**src/include/dltx_defines.svh**
```systemverilog
// Register offsets, field positions, reset values and protocol constants of the data-link transmitter
`ifndef DLTX_DEFINES_SVH
`define DLTX_DEFINES_SVH

// ----------------------------------------------------------------
// Register byte addresses
// ----------------------------------------------------------------
`define DLTX_CTRL_ADDR      12'h000
`define DLTX_COUNT_ADDR     12'h004
`define DLTX_STATUS_ADDR    12'h008
`define DLTX_MASK_ADDR      12'h00c
`define DLTX_BUF0_BASE      12'h600
`define DLTX_BUF1_BASE      12'h700
`define DLTX_BUF_SEL_BIT    8
`define DLTX_BUF_IDX_HI     8
`define DLTX_BUF_IDX_LO     2

// ----------------------------------------------------------------
// Field positions
// ----------------------------------------------------------------
`define DLTX_CTRL_TYPE_BIT   0
`define DLTX_CTRL_FCS_BIT    1
`define DLTX_CTRL_IDLE_BIT   2
`define DLTX_CTRL_ABDIS_BIT  6
`define DLTX_COUNT_SEL_BIT   7
`define DLTX_STAT_EOT_BIT    0

// ----------------------------------------------------------------
// Reset values and protocol constants
// ----------------------------------------------------------------
`define DLTX_CTRL_RESET      8'h00
`define DLTX_COUNT_RESET     7'h00
`define DLTX_FLAG_OCTET      8'h7e
`define DLTX_ABORT_OCTET     8'hfe
`define DLTX_FCS_INIT        16'hffff
`define DLTX_FCS_POLY_REV    16'h8408
`define DLTX_ONES_LIMIT      3'h5
`define DLTX_BIT_LAST        3'h7

`endif

```
**src/include/dltx_pkg.sv**
```systemverilog
// Types shared by the data-link transmitter modules
package dltx_pkg;

    typedef struct packed {
        logic       abort_disable;
        logic       force_idle;
        logic       check_octet_append;
        logic       signalling_type_select;
    } dltx_ctrl_s;

    typedef enum logic [2:0] {
        DLTX_SRC_FLAG,
        DLTX_SRC_ABORT,
        DLTX_SRC_DATA,
        DLTX_SRC_FCS_LO,
        DLTX_SRC_FCS_HI
    } dltx_src_e;

    typedef struct packed {
        logic [7:0] octet;
        logic       stuff_en;
        logic       first;
    } dltx_octet_s;

endpackage

```
**src/verilog/dltx_controller.sv**
```systemverilog
// Data-link transmit message controller with APB registers and two message buffers
//
// The register offsets and the APB register port were left to the implementer.
`timescale 1ns/1ps
`include "dltx_defines.svh"

module dltx_controller
    import dltx_pkg::*;
#(
    parameter int BUF_DEPTH = 64,
    parameter int BIT_DIV   = 8
) (
    input  wire logic        clk_in,
    input  wire logic        rst_n_in,
    input  wire logic        psel_in,
    input  wire logic        penable_in,
    input  wire logic        pwrite_in,
    input  wire logic [11:0] paddr_in,
    input  wire logic [31:0] pwdata_in,
    output logic      [31:0] prdata_out,
    output logic             pready_out,
    output logic             pslverr_out,
    output logic             irq_out,
    output logic             dl_bit_out
);

    localparam int IW = $clog2(BUF_DEPTH);
    localparam int DW = $clog2(BIT_DIV);

    // ----------------------------------------------------------------
    // Registers
    // ----------------------------------------------------------------
    dltx_ctrl_s  ctrl_r;
    logic [6:0]  count_r;
    logic        sel_r;
    logic        busy_r;
    logic        busy_buf_r;
    logic        status_r;
    logic        mask_r;
    logic [7:0]  mem_r [2][BUF_DEPTH];
    logic [31:0] prdata_r;
    logic        pready_r;
    logic        pslverr_r;
    logic        irq_r;

    logic        acc;
    logic        wr;
    logic        in_buf;
    logic        hit_ctrl;
    logic        hit_cnt;
    logic        hit_stat;
    logic        hit_mask;
    logic        next_free;
    logic        eot_pulse;

    assign acc      = psel_in && penable_in && !pready_r;
    assign wr       = acc && pwrite_in;
    assign in_buf   = (paddr_in[11:9] == `DLTX_BUF0_BASE >> 9)
                      && (paddr_in[`DLTX_BUF_IDX_HI-1:`DLTX_BUF_IDX_LO] < BUF_DEPTH);
    assign hit_ctrl = paddr_in == `DLTX_CTRL_ADDR;
    assign hit_cnt  = paddr_in == `DLTX_COUNT_ADDR;
    assign hit_stat = paddr_in == `DLTX_STATUS_ADDR;
    assign hit_mask = paddr_in == `DLTX_MASK_ADDR;
    assign next_free = busy_r ? ~busy_buf_r : sel_r;

    // ----------------------------------------------------------------
    // APB slave, one wait state
    // ----------------------------------------------------------------
    always_ff @(posedge clk_in or negedge rst_n_in) begin
        if (!rst_n_in) begin
            pready_r  <= 1'b0;
            pslverr_r <= 1'b0;
            prdata_r  <= '0;
        end else begin
            pready_r  <= acc;
            pslverr_r <= acc && !(hit_ctrl || hit_cnt || hit_stat || hit_mask || in_buf);
            prdata_r  <= '0;
            if (acc && !pwrite_in) begin
                if (hit_ctrl) begin
                    prdata_r[`DLTX_CTRL_ABDIS_BIT] <= ctrl_r.abort_disable;
                    prdata_r[`DLTX_CTRL_IDLE_BIT]  <= ctrl_r.force_idle;
                    prdata_r[`DLTX_CTRL_FCS_BIT]   <= ctrl_r.check_octet_append;
                    prdata_r[`DLTX_CTRL_TYPE_BIT]  <= ctrl_r.signalling_type_select;
                end else if (hit_cnt) begin
                    prdata_r[7:0] <= {next_free, count_r};
                end else if (hit_stat) begin
                    prdata_r[`DLTX_STAT_EOT_BIT] <= status_r;
                end else if (hit_mask) begin
                    prdata_r[`DLTX_STAT_EOT_BIT] <= mask_r;
                end else if (in_buf) begin
                    prdata_r[7:0] <= mem_r[paddr_in[`DLTX_BUF_SEL_BIT]]
                                          [paddr_in[`DLTX_BUF_IDX_LO +: IW]];
                end
            end
        end
    end

    assign prdata_out  = prdata_r;
    assign pready_out  = pready_r;
    assign pslverr_out = pslverr_r;

    always_ff @(posedge clk_in) begin
        if (wr && in_buf) begin
            mem_r[paddr_in[`DLTX_BUF_SEL_BIT]][paddr_in[`DLTX_BUF_IDX_LO +: IW]] <= pwdata_in[7:0];
        end
    end

    // Writing the count register starts a message
    logic start;
    assign start = wr && hit_cnt;

    always_ff @(posedge clk_in or negedge rst_n_in) begin
        if (!rst_n_in) begin
            ctrl_r  <= '0;
            count_r <= `DLTX_COUNT_RESET;
            sel_r   <= 1'b0;
            mask_r  <= 1'b0;
        end else begin
            if (wr && hit_ctrl) begin
                ctrl_r.abort_disable          <= pwdata_in[`DLTX_CTRL_ABDIS_BIT];
                ctrl_r.force_idle             <= pwdata_in[`DLTX_CTRL_IDLE_BIT];
                ctrl_r.check_octet_append     <= pwdata_in[`DLTX_CTRL_FCS_BIT];
                ctrl_r.signalling_type_select <= pwdata_in[`DLTX_CTRL_TYPE_BIT];
            end
            if (start) begin
                count_r <= pwdata_in[6:0];
                sel_r   <= pwdata_in[`DLTX_COUNT_SEL_BIT];
            end
            if (wr && hit_mask) begin
                mask_r <= pwdata_in[`DLTX_STAT_EOT_BIT];
            end
        end
    end

    // ----------------------------------------------------------------
    // Interrupt: sticky, write one to clear, set wins
    // ----------------------------------------------------------------
    always_ff @(posedge clk_in or negedge rst_n_in) begin
        if (!rst_n_in) begin
            status_r <= 1'b0;
            irq_r    <= 1'b0;
        end else begin
            if (eot_pulse) begin
                status_r <= 1'b1;
            end else if (wr && hit_stat && pwdata_in[`DLTX_STAT_EOT_BIT]) begin
                status_r <= 1'b0;
            end
            irq_r <= (status_r || eot_pulse) && mask_r;
        end
    end

    assign irq_out = irq_r;

    // ----------------------------------------------------------------
    // Bit timing and octet sequencer
    // ----------------------------------------------------------------
    logic [DW-1:0] div_r;
    logic          tick;
    logic          take;
    assign tick = div_r == DW'(BIT_DIV - 1);

    always_ff @(posedge clk_in or negedge rst_n_in) begin
        if (!rst_n_in) begin
            div_r <= '0;
        end else begin
            div_r <= tick ? '0 : div_r + DW'(1);
        end
    end

    dltx_src_e   src;
    logic        mode_mos_r;
    logic [6:0]  idx_r;
    logic [6:0]  reps_r;
    logic        abort_pend_r;
    logic [15:0] fcs;
    logic        mos_active;
    dltx_octet_s oct;

    assign mos_active = busy_r && mode_mos_r && !ctrl_r.force_idle;

    always_comb begin
        oct = '{octet: `DLTX_FLAG_OCTET, stuff_en: 1'b0, first: 1'b0};
        src = DLTX_SRC_FLAG;
        if (abort_pend_r) begin
            src       = DLTX_SRC_ABORT;
            oct.octet = `DLTX_ABORT_OCTET;
        end else if (busy_r && !mode_mos_r) begin
            src       = DLTX_SRC_DATA;
            oct.octet = mem_r[busy_buf_r][idx_r[IW-1:0]];
        end else if (mos_active) begin
            oct.stuff_en = 1'b1;
            if (idx_r < count_r) begin
                src       = DLTX_SRC_DATA;
                oct.octet = mem_r[busy_buf_r][idx_r[IW-1:0]];
                oct.first = idx_r == '0;
            end else if (idx_r == count_r) begin
                src       = DLTX_SRC_FCS_LO;
                oct.octet = fcs[7:0];
            end else begin
                src       = DLTX_SRC_FCS_HI;
                oct.octet = fcs[15:8];
            end
        end
    end

    logic fcs_on;
    assign fcs_on = ctrl_r.check_octet_append && mode_mos_r;

    dltx_fcs16 u_fcs (
        .clk_in    (clk_in),
        .rst_n_in  (rst_n_in),
        .init_in   (start),
        .update_in (take && src == DLTX_SRC_DATA && mos_active),
        .octet_in  (oct.octet),
        .fcs_out   (fcs)
    );

    dltx_serializer u_ser (
        .clk_in         (clk_in),
        .rst_n_in       (rst_n_in),
        .bit_tick_in    (tick),
        .octet_in       (oct),
        .octet_take_out (take),
        .bit_out        (dl_bit_out)
    );

    // BIT_ORIENTED_SIGNALLING message is one octet here; longer messages are out of scope
    always_ff @(posedge clk_in or negedge rst_n_in) begin
        if (!rst_n_in) begin
            busy_r       <= 1'b0;
            busy_buf_r   <= 1'b0;
            mode_mos_r   <= 1'b0;
            idx_r        <= '0;
            reps_r       <= '0;
            abort_pend_r <= 1'b0;
            eot_pulse    <= 1'b0;
        end else begin
            eot_pulse <= 1'b0;
            if (start) begin
                abort_pend_r <= mos_active && !ctrl_r.signalling_type_select
                                && !ctrl_r.abort_disable;
                busy_r     <= 1'b1;
                busy_buf_r <= pwdata_in[`DLTX_COUNT_SEL_BIT];
                mode_mos_r <= ctrl_r.signalling_type_select;
                idx_r      <= '0;
                reps_r     <= '0;
            end else if (take) begin
                if (abort_pend_r) begin
                    abort_pend_r <= 1'b0;
                end else if (busy_r && !mode_mos_r) begin
                    if (count_r != '0 && reps_r + 7'h1 == count_r) begin
                        busy_r    <= 1'b0;
                        eot_pulse <= 1'b1;
                    end else begin
                        reps_r <= (count_r == '0) ? reps_r : reps_r + 7'h1;
                    end
                end else if (mos_active) begin
                    if ((src == DLTX_SRC_DATA && idx_r + 7'h1 == count_r && !fcs_on)
                        || src == DLTX_SRC_FCS_HI) begin
                        busy_r    <= 1'b0;
                        eot_pulse <= 1'b1;
                    end else begin
                        idx_r <= idx_r + 7'h1;
                    end
                end
            end
        end
    end
endmodule

```
**src/verilog/dltx_fcs16.sv**
```systemverilog
// Frame check sequence accumulator, one octet per update
`timescale 1ns/1ps
`include "dltx_defines.svh"

module dltx_fcs16 (
    input  wire logic        clk_in,
    input  wire logic        rst_n_in,
    input  wire logic        init_in,
    input  wire logic        update_in,
    input  wire logic [7:0]  octet_in,
    output logic      [15:0] fcs_out
);

    logic [15:0] crc_r;
    logic [15:0] crc_nxt;

    always_comb begin
        crc_nxt = crc_r;
        for (int i = 0; i < 8; i++) begin
            if (crc_nxt[0] ^ octet_in[i]) begin
                crc_nxt = (crc_nxt >> 1) ^ `DLTX_FCS_POLY_REV;
            end else begin
                crc_nxt = crc_nxt >> 1;
            end
        end
    end

    always_ff @(posedge clk_in or negedge rst_n_in) begin
        if (!rst_n_in) begin
            crc_r <= `DLTX_FCS_INIT;
        end else if (init_in) begin
            crc_r <= `DLTX_FCS_INIT;
        end else if (update_in) begin
            crc_r <= crc_nxt;
        end
    end

    // Sent complemented, low octet first
    assign fcs_out = ~crc_r;

endmodule

```
**src/verilog/dltx_serializer.sv**
```systemverilog
// Octet to bit serialiser with zero-bit insertion
`timescale 1ns/1ps
`include "dltx_defines.svh"

module dltx_serializer
    import dltx_pkg::*;
(
    input  wire logic        clk_in,
    input  wire logic        rst_n_in,
    input  wire logic        bit_tick_in,
    input  dltx_octet_s      octet_in,
    output logic             octet_take_out,
    output logic             bit_out
);

    logic [7:0] shift_r;
    logic [2:0] bit_idx_r;
    logic [2:0] ones_r;
    logic       stuff_r;
    logic       bit_r;
    logic       stuff_now;

    // Only stuffed ones count, so a frame ending in five ones still gets its zero before the next flag
    assign stuff_now      = (ones_r == `DLTX_ONES_LIMIT);
    assign octet_take_out = bit_tick_in && !stuff_now && (bit_idx_r == `DLTX_BIT_LAST);
    assign bit_out        = bit_r;

    always_ff @(posedge clk_in or negedge rst_n_in) begin
        if (!rst_n_in) begin
            shift_r   <= `DLTX_FLAG_OCTET;
            bit_idx_r <= '0;
            ones_r    <= '0;
            stuff_r   <= 1'b0;
            bit_r     <= 1'b1;
        end else if (bit_tick_in) begin
            if (stuff_now) begin
                bit_r  <= 1'b0;
                ones_r <= '0;
            end else begin
                bit_r     <= shift_r[0];
                ones_r    <= (shift_r[0] && stuff_r) ? ones_r + 3'h1 : 3'h0;
                bit_idx_r <= bit_idx_r + 3'h1;
                if (bit_idx_r == `DLTX_BIT_LAST) begin
                    shift_r <= octet_in.octet;
                    stuff_r <= octet_in.stuff_en;
                end else begin
                    shift_r <= shift_r >> 1;
                end
            end
        end
    end

endmodule

```
**config.mk**
```make
export PLATFORM = sky130hd
export DESIGN_NAME = dltx_controller
export DESIGN_NICKNAME = d
export VERILOG_FILES = /design/src/include/dltx_pkg.sv /design/src/verilog/dltx_controller.sv /design/src/verilog/dltx_fcs16.sv /design/src/verilog/dltx_serializer.sv
export VERILOG_INCLUDE_DIRS = /design/src /design/src/include
export SDC_FILE = /design/constraint.sdc
export NUM_CORES = 2
export LEC_CHECK = 0
export ABC_CLOCK_PERIOD_IN_PS = 5400
export BUFFER_PORTS_ARGS = -buffer_cell sky130_fd_sc_hd__buf_2
export CORE_ASPECT_RATIO = 0.6
export CORE_UTILIZATION = 55
export CTS_BUF_LIST = sky130_fd_sc_hd__clkbuf_4
export DETAILED_ROUTE_END_ITERATION = 10
export PLACE_DENSITY = 0.71
export SLEW_MARGIN = 20
export SYNTH_ARGS = -nofsm -noshare
export SYNTH_HDL_FRONTEND = slang
export SYNTH_SLANG_ARGS = --single-unit
```
**constraint.sdc**
```tcl
create_clock -name clk_in -period 5.4 [get_ports clk_in]
set_input_delay 0.27 -clock clk_in [delete_from_list [all_inputs] [get_ports clk_in]]
set_output_delay 0.27 -clock clk_in [all_outputs]
set_load 0.005 [all_outputs]
```
==> flow_summary.toml <==
[floorplan]
coreArea_sq_um = 94300
io_pins = 85
fp-row-count = 87
die_w_um = 401
start_util_pct = 55.7
die_area_sq_um = 96800
fp.dieH_um = 241

[critical_path]
cp_slowest_cell = "a22oi_1"
endpoint_kind = "flop"
worstPathCellList = "buf_12 -> mux4_2 -> mux4_2 -> a22oi_1 -> o32ai_1 -> a21oi_1 -> nor2_1 -> xnor2_1 -> xor2_1 -> o21ai_0"
r2r_end = "u_fcs.crc_r[2]$_DFFE_PN1P_"
cp_common_cell = "mux4_2"
required_ns = 6.48
slowest_delay_ns = 0.71
crit_family = "compound AO/OA/AOI/OAI gates"
reg2reg_from = "busy_buf_r$_DFFE_PN0P_"
regToRegSetupSlack_ns = 0.79
crit_type = "reg -> reg"
crit_buf_inv = 1
reg2regPathDepth = 10
cp.arrival_ns = 5.69
critPathMaxFanout = 35
start_kind = "flop"

[clock_tree]
cts_tree = "built"
clk_latency_ns = 1.24
h-tree-depth = 4
cts_buffer_depth = 3
cts_sinks = 1102
cts_made_buffers = 240
clk_pin_slew_ns = 0.07
ctsRootBufferMaster = "clkbuf_4"

[placed_design]
numPortBuffers = 36
dpl_cell_area_sq_um = 54800
dp_hpwl_um = 103000
dp_cells = 4108
place_congestion = 0.975

[route]
drc_errors = 0
wire_per_inst_um = 34.1
drtAntennaViolNets = 0
viasPerCell = 7.07
drt_pre_antenna_iters = 6
drt-initial-drc-count = 5168
routed-via-count = 32300
wl_um = 156000

[timing]
setup_viol = 0
finClkSkew_ns = 0.0760
rsz0062_at_grt = "false"
finalCriticalPeriod_ns = 4.61
fmax_mhz = 217
min_period_over_period_pct = 85.4
max_slew_margin_pct = 14.0
tns_ns = 0
finalHoldViolCount = 0
max_slew.worst_pin.slew_ns = 1.29
slew_viol_final = 0

[global_route]
grt_antenna_before_repair = 9
grt_use_total_pct = 32.7
grt_pass1_vias = 31800
grt_overflow = 0
grt_pass1_wl_um = 223000
grt_max_degree = 107

[power_and_ir_drop]
power.share.switching_pct = 23.4
p_seq_share_pct = 56.1
p_switching_mw = 3.90
p_leak_nw = 18.9
peakVddDrop_v = 0.000235
power_density_nw_per_um2 = 285
power.internal_mw = 12.7
p_clk_share_pct = 38.9
power_frac_comb_pct = 5.1

[synthesis]
synth_top_area_cell = "edfxtp_1"
synth_top_area_share_pct = 58.5
synth_cells = 2855
yosys_warnings = 0
async_reset_ff_share_pct = 7.08
syn_area_per_cell_sq_um = 18.4
synth_enable_flop_cells = 1024
yosysSeqAreaShare_pct = 62.3
ys.flop_type = "edfxtp_1"
ys_ff_latch = 1102
ys_top_cells_by_area = "edfxtp_1 59%, mux4_2 24%, dfrtp_1 2.6%"
yosysUniqueCellTypes = 70
synth_area_sq_um = 52500

[finish]
fin_cells = 4578
final_nets = 3202
drive_above_1_share_pct = 37.2
fin_util_pct = 61.8
design_area_sq_um = 58300
areaGrowthSynthToFinish_pct = 10.9

[job]
cap_viol_max_count = 0

[run_status]
status = "completed"

[min_path]
whs_endpoint = "mem_r[0][437]$_DFFE_PP_"
hold_depth = 2
hp-class = "in -> reg"
hold_path.startpoint = "pwdata_in[5]"
-- layer usage --
layer / up-vias / GRT usage, % / routed length, um
met5: - / 0 / 132
met3: 352 / 15.2 / 28000
met4: 14 / 11.1 / 4680
met2: 2733 / 44.1 / 65000
li1: 12700 / - / -
met1: 16600 / 46.7 / 58400
-- sequential cells by signal (all words and copies together), names as in the netlist, 3 cells and up --
signal           cells
div_r                3
ctrl_r               4
prdata_out           8
u_ser.shift_r        8
u_ser.bit_idx_r      3
reps_r               7
mem_r             1024
u_ser.ones_r         3
idx_r                7
count_r              7
u_fcs.crc_r         16
-- repair_timing --
action | 4_1_cts | 5_1_grt
setup buffers | 0 | 0
endpoints found under the setup margin | 0 | 0
resized for setup | 0 | 0
hold buffers | 33 | 0
hold endpoints to repair | 833 | 0
-- how the worst max path moves through the flow --
stage	start	slack (ns)	to	depth (start not counted)
finish	busy_buf_r$_DFFE_PN0P_	0.79	u_fcs.crc_r[2]$_DFFE_PN1P_	10
global route	busy_buf_r$_DFFE_PN0P_	0.68	u_fcs.crc_r[2]$_DFFE_PN1P_	10
CTS	busy_buf_r$_DFFE_PN0P_	0.97	u_fcs.crc_r[2]$_DFFE_PN1P_	10
detailed placement	busy_buf_r$_DFFE_PN0P_	0.99	u_fcs.crc_r[2]$_DFFE_PN1P_	10
global placement	busy_buf_r$_DFFE_PN0P_	1.10	u_fcs.crc_r[2]$_DFFE_PN1P_	10
floorplan	idx_r[0]$_DFFE_PN0P_	1.89	u_fcs.crc_r[9]$_DFFE_PN1P_	15
-- cell type report --
cell class                      instances  area, sq um
Tap cell                             1246         1560
Inverter                               21         81.3
Clock inverter                         88          463
Fill cell                            6621        36000
Multi-Input combinational cell       1524        18700
Antenna cell                            8         20.0
Timing Repair Buffer                  249         2160
Clock buffer                          340         2550
Sequential cell                      1102        32700
-- Yosys cell counts (37+ instances only) --
| library cell | instances |
|---|---|
| nor2_1 | 206 |
| buf_4 | 41 |
| mux4_2 | 570 |
| mux2i_1 | 83 |
| nand2_1 | 137 |
| buf_2 | 37 |
| nand3_1 | 46 |
| a22oi_1 | 56 |
| dfrtp_1 | 55 |
| a21oi_1 | 50 |
| o21ai_0 | 46 |
| clkbuf_1 | 101 |
| buf_1 | 37 |
| edfxtp_1 | 1024 |
-- power groups by stage --
stage / combinational [mW] / clock, mW / sequential, mW
final: 0.842 / 6.47 / 9.32
after global routing: 0.874 / 6.93 / 9.32
after CTS: 0.821 / 6.52 / 9.32
after detailed placement: 0.802 / 0 / 9.51
after global placement: 0.779 / 0 / 9.51
after floorplan: 0.456 / 0 / 9.51
-- per-stage QoR --
| step | worst slack [ns] | power (mW) | hold slack (ns) |
|---|---|---|---|
| after detailed placement | 0.992 | 10.3 | 0.423 |
| after global routing | 0.684 | 17.1 | 0.0738 |
| final | 0.791 | 16.6 | 0.105 |
| after global placement | 1.10 | 10.3 | 0.415 |
| after floorplan | 1.89 | 9.97 | -0.0256 |
| after CTS | 0.971 | 16.7 | 0.00983 |
-- cells by family (layout without fill, tap and decap cells) --
group / Yosys count / after routing / share of synthesized area [%]
DFF: 1102 / 1102 / 62.3
muxes: 678 / 678 / 26.5
and+or+nand+nor: 488 / 488 / 4.07
AOI/OAI and AO/OA: 273 / 273 / 3.54
buffers and inverters: 252 / 698 / 2.40
xor gates and xnor gates: 46 / 46 / 0.795
adders and majority gates: 15 / 15 / 0.357
other: 1 / 32 / 0.00714
-- cell usage in the layout (no fill, tap or decap), types with 32 or more instances in the layout --
| cell type | n |
|---|---|
| edfxtp_1 | 1024 |
| mux4_2 | 570 |
| clkbuf_4 | 340 |
| nor2_1 | 194 |
| buf_4 | 172 |
| nand2_1 | 136 |
| mux2i_1 | 83 |
| clkinv_1 | 64 |
| a22oi_1 | 56 |
| dfrtp_1 | 52 |
| a21oi_1 | 50 |
| o21ai_0 | 46 |
| nand3_1 | 46 |
| dlygate4sd3_1 | 32 |
(Power assumes the default switching activity.)
